$ cat src/tca_pkg.sv
// Constants shared by the turns counter and angle readout block
package tca_pkg;
    // Register offsets on the serial register interface
    localparam logic [7:0] ROTATION_COUNT_WORD_ADDR = 8'h2C;
    localparam logic [7:0] POSITION_LOW_BITS_WORD_ADDR = 8'h2E;
    localparam logic [7:0] DAMPED_ANGLE_WORD_ADDR = 8'h30;
    localparam logic [7:0] FINE_ANGLE_WORD_ADDR = 8'h32;
    localparam logic [7:0] LOW_POWER_ANGLE_WORD_ADDR = 8'h34;
    // Identifier fields
    localparam logic [1:0] COUNT_WORD_ID = 2'h3;
    localparam logic [0:0] LOW_WORD_ID = 1'h1;
    localparam logic [0:0] ANGLE_WORD_ID = 1'h0;
    // Field positions
    localparam int COUNT_ID_MSB = 15;
    localparam int COUNT_ID_LSB = 14;
    localparam int SOURCE_BIT = 13;
    localparam int PARITY_BIT = 12;
    localparam int HELD_BIT = 14;
    localparam int FAULT_BIT = 14;
    localparam int SUPPLY_BIT = 13;
    localparam int OVERFLOW_WARN_BIT = 0;
    // Accumulated position: 9 turn bits above 12 angle bits
    localparam int POS_W = 21;
    localparam int ANGLE_W = 12;
    localparam int FINE_W = 15;
    localparam int EIGHTH_LSB = 9;
    localparam int HALF_LSB = 11;
    // Reset values
    localparam logic [POS_W-1:0] POS_RESET = 21'h000000;
    localparam logic [15:0] WORD_RESET = 16'h0000;
    // Turns update period and the 135 degree warning limit (1536 of 4096)
    localparam int TURN_PERIOD_NS = 64000;
    localparam int CLK_PERIOD_NS = 8;
    localparam int TURN_PERIOD_CYC = TURN_PERIOD_NS / CLK_PERIOD_NS;
    localparam logic [ANGLE_W-1:0] STEP_LIMIT = 12'h600;
endpackage

$ cat src/tca_readout.sv
// Turns counter with snapshot of low bits and angle result words
//
// Summary of operation
// - Count word carries id 11 in bits 15:14; low-bits word carries 1 in bit 15.
// - Bit 12 of the count, low-bits, damped and low-power words makes the whole word odd parity.
// - Count word bits 11:0 hold signed turns since the power-up angle.
// - One count step is 180 or 45 degrees per resolution setting.
// - Up to 256 turns either way; range -512..511 or -2048..2047.
// - Overflow flag, warning bit 0, rises when rotation reaches +256 turns or passes -256 turns.
// - Eighth-turn mode puts position bits 20:9 into the count field.
// - Half-turn mode puts position bits 20:11, sign-extended, into the count field.
// - Remaining 11 or 9 low position bits appear in bits 10:0 of low word.
// - Low bits are captured when the count word is read.
// - Held bit 14 set after a count read, cleared when low word read.
// - Damped and low-power angle words bit 14 shows any unmasked error or warning.
// - Damped and low-power angle words bit 13 is the masked OR of both supply-low flags.
// - Damped angle word bits 11:0 give hysteresis angle, 360/4096 per count.
// - Fine angle word bits 14:0 give unrounded 15-bit angle, bit 15 zero.
// - Low-power word bits 11:0 give uncompensated zero-crossing angle.
// - Count word bit 13 names the path used for turn counting.
// - Counter updates every 64 us; step above 135 degrees raises a warning.
// - Overflow and step warnings stay latched until the host clears them.
`timescale 1ns/1ps

module tca_readout
    import tca_pkg::*;
#(
    parameter int TURN_PERIOD = TURN_PERIOD_CYC
) (
    input wire logic i_core_clk,                          // Core clock, 125 MHz
    input wire logic i_rst,                               // Synchronous reset, active high
    input wire logic i_rd_en,                             // Register read request
    input wire logic [7:0] i_rd_addr,                     // Register read offset
    output logic [15:0] o_rd_data,                        // Read data word
    output logic o_rd_valid,                              // Read data valid pulse
    input wire logic [ANGLE_W-1:0] i_damped_angle,        // Main path angle after hysteresis
    input wire logic [FINE_W-1:0] i_fine_angle,           // Compensated 15-bit angle
    input wire logic [ANGLE_W-1:0] i_low_power_path_angle, // Zero-crossing path angle
    input wire logic i_rotation_source_select,            // 1: main path feeds turns
    input wire logic i_eighth_turn_resolution,            // 1: 45 degree steps
    input wire logic i_other_fault,                       // Any other unmasked error or warning
    input wire logic i_overflow_mask,                     // Masks overflow from fault flag
    input wire logic i_step_warn_mask,                    // Masks step warning from fault flag
    input wire logic i_analog_supply_low,                 // Analog undervoltage pin
    input wire logic i_core_supply_low,                   // Digital undervoltage pin
    input wire logic i_analog_mask,                       // Masks analog undervoltage
    input wire logic i_core_mask,                         // Masks digital undervoltage
    input wire logic i_warn_clear,                        // Host clears latched warnings
    output logic o_rotation_overflow_flag,                // Latched overflow, warning bit 0
    output logic o_turns_step_warning,                    // Latched step warning
    output logic o_unmasked_fault_flag,                   // Combined fault summary
    output logic o_supply_low_flag                        // Masked undervoltage summary
);

    ////////////////////////////////////////////////////////////////////////////
    // Undervoltage pins cross into the core clock

    logic [1:0] supply_meta_ff;
    logic [1:0] supply_sync_ff;
    logic [1:0] nxt_supply_meta;
    logic [1:0] nxt_supply_sync;

    always_comb begin
        nxt_supply_meta = {i_analog_supply_low, i_core_supply_low};
        nxt_supply_sync = supply_meta_ff;
    end

    always_ff @(posedge i_core_clk) begin
        if (i_rst) begin
            supply_meta_ff <= 2'h0;
            supply_sync_ff <= 2'h0;
        end else begin
            supply_meta_ff <= nxt_supply_meta;
            supply_sync_ff <= nxt_supply_sync;
        end
    end

    logic supply_low_flag;
    logic unmasked_fault_flag;
    assign supply_low_flag = (supply_sync_ff[1] & ~i_analog_mask) | (supply_sync_ff[0] & ~i_core_mask);

    ////////////////////////////////////////////////////////////////////////////
    // Turn accumulation

    logic [$clog2(TURN_PERIOD)-1:0] tick_cnt_ff;
    logic [$clog2(TURN_PERIOD)-1:0] nxt_tick_cnt;
    logic tick;
    logic started_ff;
    logic nxt_started;
    logic [ANGLE_W-1:0] last_angle_ff;
    logic [ANGLE_W-1:0] nxt_last_angle;
    logic [POS_W-1:0] pos_ff;
    logic [POS_W-1:0] nxt_pos;
    logic overflow_ff;
    logic nxt_overflow;
    logic step_warn_ff;
    logic nxt_step_warn;
    logic [ANGLE_W-1:0] turn_angle;
    logic [ANGLE_W-1:0] step;
    logic [ANGLE_W-1:0] step_mag;
    logic [POS_W:0] pos_sum;
    logic sum_over;

    assign tick = (tick_cnt_ff == ($clog2(TURN_PERIOD))'(TURN_PERIOD - 1));
    assign turn_angle = i_rotation_source_select ? i_damped_angle : i_low_power_path_angle;
    assign step = turn_angle - last_angle_ff;
    assign step_mag = step[ANGLE_W-1] ? (~step + 12'h001) : step;
    // Modulo difference keeps wrap through zero degrees a small step
    assign pos_sum = {pos_ff[POS_W-1], pos_ff} + {{(POS_W-ANGLE_W+1){step[ANGLE_W-1]}}, step};
    assign sum_over = pos_sum[POS_W] != pos_sum[POS_W-1];

    always_comb begin
        nxt_tick_cnt = tick ? '0 : tick_cnt_ff + 1'b1;
        nxt_started = started_ff;
        nxt_last_angle = last_angle_ff;
        nxt_pos = pos_ff;
        nxt_overflow = overflow_ff & ~i_warn_clear;
        nxt_step_warn = step_warn_ff & ~i_warn_clear;
        if (tick) begin
            nxt_started = 1'b1;
            nxt_last_angle = turn_angle;
            if (started_ff) begin
                // Hold the last position rather than wrap so the count never jumps sign
                if (sum_over) begin
                    nxt_overflow = 1'b1;
                end else begin
                    nxt_pos = pos_sum[POS_W-1:0];
                end
                if (step_mag > STEP_LIMIT) begin
                    nxt_step_warn = 1'b1;
                end
            end
        end
    end

    always_ff @(posedge i_core_clk) begin
        if (i_rst) begin
            tick_cnt_ff <= '0;
            started_ff <= 1'b0;
            last_angle_ff <= '0;
            pos_ff <= POS_RESET;
            overflow_ff <= 1'b0;
            step_warn_ff <= 1'b0;
        end else begin
            tick_cnt_ff <= nxt_tick_cnt;
            started_ff <= nxt_started;
            last_angle_ff <= nxt_last_angle;
            pos_ff <= nxt_pos;
            overflow_ff <= nxt_overflow;
            step_warn_ff <= nxt_step_warn;
        end
    end

    assign unmasked_fault_flag = i_other_fault | (overflow_ff & ~i_overflow_mask)
        | (step_warn_ff & ~i_step_warn_mask);

    ////////////////////////////////////////////////////////////////////////////
    // Result words and register reads

    logic [ANGLE_W-1:0] count_field;
    logic [10:0] low_field;
    logic [10:0] held_low_ff;
    logic [10:0] nxt_held_low;
    logic held_ff;
    logic nxt_held;
    logic [15:0] rd_data_ff;
    logic [15:0] nxt_rd_data;
    logic rd_valid_ff;
    logic nxt_rd_valid;
    logic [15:0] raw_word;

    always_comb begin
        if (i_eighth_turn_resolution) begin
            count_field = pos_ff[POS_W-1:EIGHTH_LSB];
            low_field = {2'h0, pos_ff[EIGHTH_LSB-1:0]};
        end else begin
            count_field = {{2{pos_ff[POS_W-1]}}, pos_ff[POS_W-1:HALF_LSB]};
            low_field = pos_ff[HALF_LSB-1:0];
        end
    end

    function automatic logic [15:0] odd_fix(input logic [15:0] w);
        logic [15:0] r;
        r = w;
        r[PARITY_BIT] = ~(^{w[15:13], w[11:0]});
        return r;
    endfunction

    always_comb begin
        nxt_held_low = held_low_ff;
        nxt_held = held_ff;
        nxt_rd_valid = i_rd_en;
        nxt_rd_data = rd_data_ff;
        raw_word = WORD_RESET;
        if (i_rd_en) begin
            unique case (i_rd_addr)
                ROTATION_COUNT_WORD_ADDR: begin
                    raw_word = {COUNT_WORD_ID, i_rotation_source_select, 1'b0, count_field};
                    nxt_held_low = low_field;
                    nxt_held = 1'b1;
                end
                POSITION_LOW_BITS_WORD_ADDR: begin
                    // Live bits when no count read came first
                    raw_word = {LOW_WORD_ID, held_ff, 3'h0, held_ff ? held_low_ff : low_field};
                    nxt_held = 1'b0;
                end
                DAMPED_ANGLE_WORD_ADDR: begin
                    raw_word = {ANGLE_WORD_ID, unmasked_fault_flag, supply_low_flag, 1'b0, i_damped_angle};
                end
                FINE_ANGLE_WORD_ADDR: begin
                    raw_word = {1'b0, i_fine_angle};
                end
                LOW_POWER_ANGLE_WORD_ADDR: begin
                    raw_word = {ANGLE_WORD_ID, unmasked_fault_flag, supply_low_flag, 1'b0,
                        i_low_power_path_angle};
                end
                default: begin
                    raw_word = WORD_RESET;
                end
            endcase
            // Fine angle word and unmapped offsets have no parity bit; the other four words are forced odd
            if (i_rd_addr == FINE_ANGLE_WORD_ADDR || !(i_rd_addr inside {ROTATION_COUNT_WORD_ADDR,
                POSITION_LOW_BITS_WORD_ADDR, DAMPED_ANGLE_WORD_ADDR, LOW_POWER_ANGLE_WORD_ADDR})) begin
                nxt_rd_data = raw_word;
            end else begin
                nxt_rd_data = odd_fix(raw_word);
            end
        end
    end

    always_ff @(posedge i_core_clk) begin
        if (i_rst) begin
            held_low_ff <= 11'h000;
            held_ff <= 1'b0;
            rd_data_ff <= WORD_RESET;
            rd_valid_ff <= 1'b0;
        end else begin
            held_low_ff <= nxt_held_low;
            held_ff <= nxt_held;
            rd_data_ff <= nxt_rd_data;
            rd_valid_ff <= nxt_rd_valid;
        end
    end

    assign o_rd_data = rd_data_ff;
    assign o_rd_valid = rd_valid_ff;
    assign o_rotation_overflow_flag = overflow_ff;
    assign o_turns_step_warning = step_warn_ff;
    assign o_unmasked_fault_flag = unmasked_fault_flag;
    assign o_supply_low_flag = supply_low_flag;
endmodule

$ cat config.mk
export PLATFORM = sky130hd
export DESIGN_NAME = tca_readout
export DESIGN_NICKNAME = d
export VERILOG_FILES = /design/src/tca_pkg.sv /design/src/tca_readout.sv
export SDC_FILE = /design/constraint.sdc
export NUM_CORES = 1
export LEC_CHECK = 0
export ABC_AREA = 0
export BUFFER_PORTS_ARGS = -buffer_cell sky130_fd_sc_hd__buf_4
export CAP_MARGIN = 20
export CORE_ASPECT_RATIO = 1.75
export CORE_UTILIZATION = 50
export DETAILED_ROUTE_END_ITERATION = 12
export HOLD_SLACK_MARGIN = 0.06
export PLACE_DENSITY = 0.7
export SLEW_MARGIN = 20
export SYNTH_ARGS = -nofsm -noshare
export SYNTH_HDL_FRONTEND = slang
export SYNTH_SLANG_ARGS = --single-unit
$ cat constraint.sdc
create_clock -name i_core_clk -period 8.1 [get_ports i_core_clk]
set_input_delay 0.405 -clock i_core_clk [delete_from_list [all_inputs] [get_ports i_core_clk]]
set_output_delay 0.405 -clock i_core_clk [all_outputs]
set_load 0.005 [all_outputs]
After elaboration in Yosys (flattened, before gate mapping)
Cells that the tools add are included.
Widths: inputs -> output; s select.
- multiply operators: 0
- equality and inequality tests: 7
- shifts and indexed selects: 0
- divide/modulo/power cells: 0
- multiplexer cells: 15
- bitwise logic cells: 17
- $lt $le $gt $ge: 1
- reduce and logical (&&, ||, !) cells: 9
- add/sub/neg operators: 4
- operators with widths (operator ; number):
    $pmux 16 s5 ; 1
    $eq 8x6->1 const B ; 5
    $mux 11 ; 3
    $mux 12 ; 2
    $add 21x12->22 ; 1
    $mux 16 ; 1
    $reduce_xor 15->1 ; 1
    $add 13x1->13 const B ; 1
    $eq 13x13->1 const B ; 1
    $mux 13 ; 1
    $add 12x1->12 const B ; 1
    $gt 12x11->1 const B ; 1
    $not 12->12 ; 1
    $sub 12x12->12 ; 1
    $not 1->1 ; 7
    $and 1x1->1 ; 6
    $mux 1 ; 6
    $reduce_and 2->1 ; 2
    $reduce_bool 4->1 ; 1
    $or 1x1->1 ; 3
    $reduce_and 3->1 ; 1
    $pmux 1 s2 ; 1
    $reduce_bool 2->1 ; 1
    $reduce_or 2->1 ; 1
    3 further kinds ; 3
- RAM bits: 0
- word-level logic and storage cells: 65
- memory bits (read-only): 0
- input port bits: 60
- flip-flop bits (word level): 82
- memories kept: 0
- latch bits: 0

Longest topological paths before layout
Gate-level depths: netlist of the first run.
- depth after elaboration: 9
- mapped depth: 21
- gate-level depth less buffers: 19

Least setup slack after synthesis of the first run
Ideal clock, no wire load.
- path type: input port to flip-flop
- start point: input port i_rotation_source_select
- end point: register pos_ff[10]
- path buffers: 2
- stages: 20
- arrival: 4.954 ns
- slack: 3.018 ns
- cells stage by stage: buf_1 > mux2i_1 > ha_1 > inv_1 > fa_1 > a21o_1 > a221oi_1 > nor3_1 > xnor2_1 > ha_1 > and3_1 > and3_1 > a211oi_4 > a211oi_1 > o311a_1 > or4_4 > a21oi_4 > buf_6 > mux2i_1 > nor2_1
- longest elaborated chain between the ends: 6
- RTL lines (element ; RTL line ; source):
    start: declaration ; tca_readout.sv:39 ; input wire logic i_rotation_source_select,
    $mux 12 * ; tca_readout.sv:105 ; assign turn_angle = i_rotation_source_select ? i_damped_angle : i_low_power_path_angle;
    $sub 12x12->12 * ; tca_readout.sv:106 ; assign step = turn_angle - last_angle_ff;
    $add 21x12->22 * ; tca_readout.sv:109 ; assign pos_sum = {pos_ff[POS_W-1], pos_ff} + {{(POS_W-ANGLE_W+1){step[ANGLE_W-1]}}, step};
    $ne 1x1->1 ; tca_readout.sv:110 ; assign sum_over = pos_sum[POS_W] != pos_sum[POS_W-1];
    $not 1->1 (no source line) ; -- ;
    $reduce_and 3->1 (no source line) ; -- ;
    end signal: assignment ; tca_readout.sv:148 ; pos_ff <= nxt_pos;
    end: declaration ; tca_readout.sv:92 ; logic [POS_W-1:0] pos_ff;
Mark *: on every way between the ends. The rest lies on a longest branch, timed or not.
A chain may end at the register's enable or synchronous reset.

Worst setup path after layout of the first run
- start point: input port i_rotation_source_select
- end point: register pos_ff[1]
Same word-level chain as after synthesis.

==> impl_metrics.toml, run 1 <==
[status]
run_status = "completed"

[global_routing]
global_route.usage.met1_pct = 26.3
number_of_antenna_violations_at_the_first_check_in_global_routing = 0
overflow = 0
grtUsageMet3_pct = 2.79
first_global_vias = 5062
grtUsageMet2_pct = 49.4
grt_busiest_layer = "met2"
grt_max_degree = 74
wire_length_of_the_first_global_routing_pass_um = 24700
track_usage_pct = 25.4

[pwr]
power_leakage_nw = 2.77
fin_total_pwr_mw = 1.02
irDropWorstVdd_uv = 152
pwr_density_cell_nw_per_um2 = 151

[clock_network]
ctsRootBufferMaster = "sky130_fd_sc_hd__clkbuf_16"
clkTransAtPathRegs_ns = 0.06
clock_tree_from_tritoncts = "built"
insertion_delay_ns = 0.34
cts.sinks = 82
number_of_cts_inserted_buffers = 9
ctsLongestPathBuffers = 2
cts_post_setup_buffers_inserted = 0
postCtsResizedCells = 0
cts_hold_buffers = 0
htree_num_levels = 3

[critical_path]
worstSetupStartpointType = "input port"
r2r_depth = 17
crit_type = "input port to flip-flop"
worstReg2RegEnd = "pos_ff[1]"
r2r_setup_slack_ns = 2.77
worst_r2r_startpoint = "last_angle_ff[0]"
cp_data_required_time_ns = 8.29
crit_path_start = "i_rotation_source_select"
critical_path.endpoint_type = "flip-flop"
critical_path_peak_fanout = 22
cp.arrival_ns = 5.77

[timing]
rsz0062_at_grt = "no"
timing.setup.tns_ns = 0
max_slew.worst_pin.slew_ns = 1.05
timing_max_transition_violations_final = 0
final_hold_vios = 0
period_minus_slack_ns = 5.58
layout_worst_path_cycle_share_pct = 68.9
fmax_mhz = 179
slew_headroom_pct = 30.0
final_setup_violation_count = 0
final.setup_skew_ns = 0.0101
hold-worst-slack_ns = 0.279

[final_layout]
layout.core_utilization_pct = 60.2
flow.area_growth_from_synthesis_pct = 16.0
fin_nets = 830
layout.filler_cells = 1044
drive_above_1_share_pct = 16.8
antennaDiodeCount = 0

[die]
core_region_area_sq_um = 11200
pin_count = 81
floorplan.initialDensity_pct = 52.0
die_y_extent_um = 145
die_area_sq_um = 12100
die_width_um = 83.7
floorplan.rows = 51

[yosys]
mappedNetlistArea_sq_um = 5840
synth_enable_flop_cells = 0
yosys_warnings = 0
yosys-top-cells-area = "sky130_fd_sc_hd__dfxtp_1 (28%), sky130_fd_sc_hd__mux2i_1 (13%), sky130_fd_sc_hd__ha_1 (7.7%), sky130_fd_sc_hd__nor2_1 (5.3%), sky130_fd_sc_hd__xnor2_1 (4.5%)"
yosys.area.top_type_share_pct = 28.1
synthArstFlopShare_pct = 0
netlist-cell-type-count = 67
synth_common_cells = "sky130_fd_sc_hd__dfxtp_1 (82), sky130_fd_sc_hd__nor2_1 (82), sky130_fd_sc_hd__mux2i_1 (76)"
mean_post_synth_cell_area_sq_um = 8.71
yosys_register_bits = 82
synth_ff_type = "sky130_fd_sc_hd__dfxtp_1"
netlist_instances = 670
postSynthNetCount = 768
synth_top_cell_by_area = "sky130_fd_sc_hd__dfxtp_1"
synth_seq_area_share_pct = 28.1

[route]
drt_wl_total_um = 15500
vias_per_cell = 5.95
drt-wirelength-per-cell_um = 17.8
route.detailed.drc = 0
drt-pass1-iter-count = 5
antenna_violating_nets_post_route = 0
initialDrtViolationCount = 228
routed-via-count = 5162

[worst_hold_path]
min-delay-start = "i_core_supply_low"
hold_depth = 2
min_path_type = "input port to flip-flop"
worst_hold_path.endpoint = "nxt_supply_sync[0]"

[placement]
place_hpwl_um = 12000
portBuffers = 80
routabilityCongestion = 0.934

[run]
max_cap_viol_count = 0
-- layer usage --
layer	wire, um	vias to the layer above
met5	0	-
li1	-	2568
met4	559	0
met1	5960	2449
met3	326	34
met2	8640	111
-- logic make-up (layout without fill, tap and decap cells) --
| group | count (synthesis) | count (layout) | share of synthesized area [%] |
|---|---|---|---|
| and+or+nand+nor | 198 | 198 | 17.0 |
| AOI/OAI and AO/OA | 158 | 158 | 19.5 |
| muxes | 88 | 88 | 15.4 |
| DFF | 82 | 82 | 28.1 |
| buffers and inverters | 57 | 123 | 4.05 |
| xor gates and xnor gates | 49 | 49 | 7.59 |
| adders and majority gates | 38 | 38 | 8.40 |
-- state kept, by name, indices dropped and copies added, names as in the netlist --
signal                    cells
supply_sync_ff                2
last_angle_ff                12
o_rotation_overflow_flag      1
pos_ff                       21
o_turns_step_warning          1
held_low_ff                  11
started_ff                    1
o_rd_valid                    1
tick_cnt_ff                  13
nxt_supply_sync               2
o_rd_data                    16
held_ff                       1
-- area by class of cell --
| class | instances | area, sq um | share of cell area (%) |
|---|---|---|---|
| clock inverters | 5 | 56.3 | 0.832 |
| clock buffers | 10 | 229 | 3.38 |
| flip-flops and latches | 82 | 1640 | 24.3 |
| multi-input cells | 531 | 3970 | 58.6 |
| well taps | 132 | 165 | 2.44 |
| inverters | 27 | 101 | 1.50 |
| repair buffers | 81 | 608 | 8.99 |
-- critical path, stage by stage --
cell and delay [ns]:
sky130_fd_sc_hd__buf_4 0.20, sky130_fd_sc_hd__mux2i_1 0.27, sky130_fd_sc_hd__ha_1 0.20, sky130_fd_sc_hd__inv_1 0.05
sky130_fd_sc_hd__fa_1 0.40, sky130_fd_sc_hd__a21o_1 0.20, sky130_fd_sc_hd__a221oi_1 0.37, sky130_fd_sc_hd__nor3_1 0.13
sky130_fd_sc_hd__xnor2_1 0.44, sky130_fd_sc_hd__ha_1 0.38, sky130_fd_sc_hd__and3_1 0.17, sky130_fd_sc_hd__and3_1 0.20
sky130_fd_sc_hd__a211oi_4 0.28, sky130_fd_sc_hd__a211oi_1 0.13, sky130_fd_sc_hd__o311a_1 0.36, sky130_fd_sc_hd__or4_4 0.53
sky130_fd_sc_hd__a21oi_4 0.71, sky130_fd_sc_hd__mux2i_1 0.28, sky130_fd_sc_hd__nor2_1 0.05
-- through the flow --
stage               area, sq um  setup WS (ns)  std cells
floorplan                  5840           3.02        670
global placement           6480           2.40        853
detailed placement         6480           2.24        853
CTS                        6770           2.58        868
global route               6770           2.16        868
finish                     6770           2.52        868
-- cells in the final DEF (no fill, tap or decap), drive strengths merged, types with 12 or more instances in the layout --
cell type,n
a211oi,24
a21o,12
a21oi,37
and3,14
buf,81
dfxtp,82
ha,36
inv,27
mux2,12
mux2i,76
nand2,24
nand3,12
nor2,82
nor2b,19
o21ai,15
xnor2,30
xor2,18
-- how the worst max path moves through the flow --
stage / to / slack, ns / depth (start not counted)
finish: pos_ff[1] / 2.52 / 19
CTS: pos_ff[1] / 2.58 / 19
detailed placement: pos_ff[1] / 2.24 / 19
global placement: pos_ff[11] / 2.40 / 19
floorplan: pos_ff[10] / 3.02 / 20
global route: pos_ff[0] / 2.16 / 19
-- power by group --
group / switching (mW) / internal, mW / total, mW
combinational: 0.119 / 0.0917 / 0.211
sequential: 0.00368 / 0.409 / 0.413
clock: 0.162 / 0.237 / 0.399
total: 0.285 / 0.737 / 1.02
Note: power is estimated with default switching activity, not from simulation.
==> run 2: changes to the inputs <==
==> constraint.sdc (replaced) <==
create_clock -name i_core_clk -period 5.49 [get_ports i_core_clk]
set_input_delay 0.2745 -clock i_core_clk [delete_from_list [all_inputs] [get_ports i_core_clk]]
set_output_delay 0.2745 -clock i_core_clk [all_outputs]
set_load 0.005 [all_outputs]
==> impl_metrics.toml, run 2 (same netlist as run 1, synthesis figures left out) <==
[status]
run_status = "completed"

[critical_path]
crit_type = "input port to flip-flop"
worstSetupStartpointType = "input port"
critical_path.endpoint_type = "flip-flop"
cp_data_required_time_ns = 5.72
worst_r2r_startpoint = "last_angle_ff[0]"
crit_path_start = "i_rotation_source_select"
critical_path_peak_fanout = 22
cp.arrival_ns = 5.28

[timing]
slew_headroom_pct = 33.3
period_minus_slack_ns = 5.04
hold-worst-slack_ns = 0.154
timing.setup.tns_ns = 0
fmax_mhz = 198
max_slew.worst_pin.slew_ns = 0.997
timing_max_transition_violations_final = 0
rsz0062_at_grt = "no"
final_hold_vios = 0
layout_worst_path_cycle_share_pct = 91.9
final_setup_violation_count = 0
final.setup_skew_ns = 0.0100

[pwr]
irDropWorstVdd_uv = 247
pwr-share-comb_pct = 20.6
share_clk_of_total_power_pct = 39.5
pwr_density_cell_nw_per_um2 = 224
power_switching_uw = 429
power_leakage_nw = 2.79
sw_frac_of_total_pct = 28.1
internal_power_mw = 1.10
p_seq_share_pct = 39.9

[final_layout]
register_containing_the_most_flip_flops_in_the_final_layout = "pos_ff"
final_cell_mix = "sky130_fd_sc_hd__buf_4 (83), sky130_fd_sc_hd__dfxtp_1 (82), sky130_fd_sc_hd__nor2_1 (81)"
multi_input_area_sq_um = 3970
layout.core_utilization_pct = 60.7
flow.area_growth_from_synthesis_pct = 16.7
regArea_sq_um = 1640
largest_register_ff_count = 21
fin_nets = 833
layout_commonest_cell = "sky130_fd_sc_hd__buf_4"
layout.filler_cells = 1011
drive_above_1_share_pct = 17.3
antennaDiodeCount = 0

[placement]
routabilityCongestion = 0.910
portBuffers = 80
place_hpwl_um = 12100

[die]
pin_count = 81
die_y_extent_um = 145
floorplan.rows = 51
die_area_sq_um = 12100
die_width_um = 83.7
floorplan.initialDensity_pct = 52.0
core_region_area_sq_um = 11200

[route]
met3_wirelength_from_detailed_routing_um = 478
initialDrtViolationCount = 249
antenna_violating_nets_post_route = 0
vias_per_cell = 5.94
route.detailed.drc = 0
drt_wl_total_um = 15500
drt-pass1-iter-count = 7
routed-via-count = 5182
highest-signal-layer = "met4"
met2WireLength_um = 8590
wl_met1_um = 5880
drt-wirelength-per-cell_um = 17.8

[clock_network]
ctsRootBufferMaster = "sky130_fd_sc_hd__clkbuf_16"
clkTransAtPathRegs_ns = 0.06
postCtsResizedCells = 0
htree_num_levels = 3
ctsLongestPathBuffers = 2
cts.sinks = 82
number_of_cts_inserted_buffers = 9
clock_tree_from_tritoncts = "built"
cts_post_setup_buffers_inserted = 0
cts_hold_buffers = 0
insertion_delay_ns = 0.34

[worst_hold_path]
min_path_type = "input port to flip-flop"
min-delay-start = "i_core_supply_low"

[global_routing]
grt_max_degree = 74
track_usage_pct = 25.7
first_global_vias = 5153
wire_length_of_the_first_global_routing_pass_um = 25100
overflow = 0
number_of_antenna_violations_at_the_first_check_in_global_routing = 0

[run]
max_cap_viol_count = 0
## run 2: cell types whose count changed in the layout (fill, tap and decap cells not counted), sizes merged
cell / before / now
buf: 81 / 84
clkinv: 3 / 1
clkinvlp: 1 / 3
inv: 27 / 28
## run 2: final timing paths
path                             end  slack, ns  depth (start not counted)
setup / recovery          pos_ff[19]       0.45                         20
hold / removal    nxt_supply_sync[0]       0.15                          2
setup reg to reg          pos_ff[19]       0.59                         18
hold reg to reg    supply_sync_ff[0]       0.45                          1
## run 2: layer usage
| metal | GRT usage (%) | vias up |
|---|---|---|
| met5 | 0 | - |
| met4 | 10.9 | 0 |
| met3 | 3.47 | 36 |
| met2 | 49.2 | 133 |
| met1 | 27.3 | 2450 |
| li1 | - | 2563 |
## run 2: power groups by stage
stage | registers [mW] | logic (mW) | clock network [mW]
2_1_floorplan | 0.621 | 0.209 | 0
3_3_place_gp | 0.622 | 0.306 | 0
3_5_place_dp | 0.622 | 0.311 | 0
4_1_cts | 0.609 | 0.312 | 0.610
5_1_grt | 0.609 | 0.343 | 0.636
6_report | 0.609 | 0.314 | 0.602
## run 2: final cells by class
cell class              instances  area share, %
clock buffers                  10           3.36
repair buffers                 84           9.44
flip-flops and latches         82           24.1
clock inverters                 6          0.974
multi-input cells             531           58.2
well taps                     132           2.42
inverters                      27           1.49
## run 2: critical path, stage by stage
cell and delay [ns]:
sky130_fd_sc_hd__buf_4 0.21, sky130_fd_sc_hd__mux2i_1 0.29, sky130_fd_sc_hd__ha_1 0.21, sky130_fd_sc_hd__inv_1 0.05, sky130_fd_sc_hd__fa_1 0.39, sky130_fd_sc_hd__a21o_1 0.21, sky130_fd_sc_hd__a221oi_1 0.34, sky130_fd_sc_hd__nor3_1 0.12
sky130_fd_sc_hd__xnor2_1 0.43, sky130_fd_sc_hd__ha_1 0.38, sky130_fd_sc_hd__and3_1 0.18, sky130_fd_sc_hd__and3_1 0.20, sky130_fd_sc_hd__a211oi_4 0.27, sky130_fd_sc_hd__a211oi_1 0.13, sky130_fd_sc_hd__o311a_1 0.36, sky130_fd_sc_hd__or4_4 0.53
sky130_fd_sc_hd__a21oi_4 0.17, sky130_fd_sc_hd__buf_12 0.21, sky130_fd_sc_hd__nor3b_1 0.07, sky130_fd_sc_hd__a31o_2 0.24
## run 2: per-stage QoR
step | cell area [sq um] | setup WS (ns) | instances | total power [mW]
2_1_floorplan | 5840 | 0.538 | 670 | 0.829
3_3_place_gp | 6510 | 0.240 | 856 | 0.928
3_5_place_dp | 6520 | 0.128 | 856 | 0.933
4_1_cts | 6810 | 0.464 | 872 | 1.53
5_1_grt | 6810 | 0.161 | 872 | 1.59
6_report | 6810 | 0.447 | 872 | 1.52
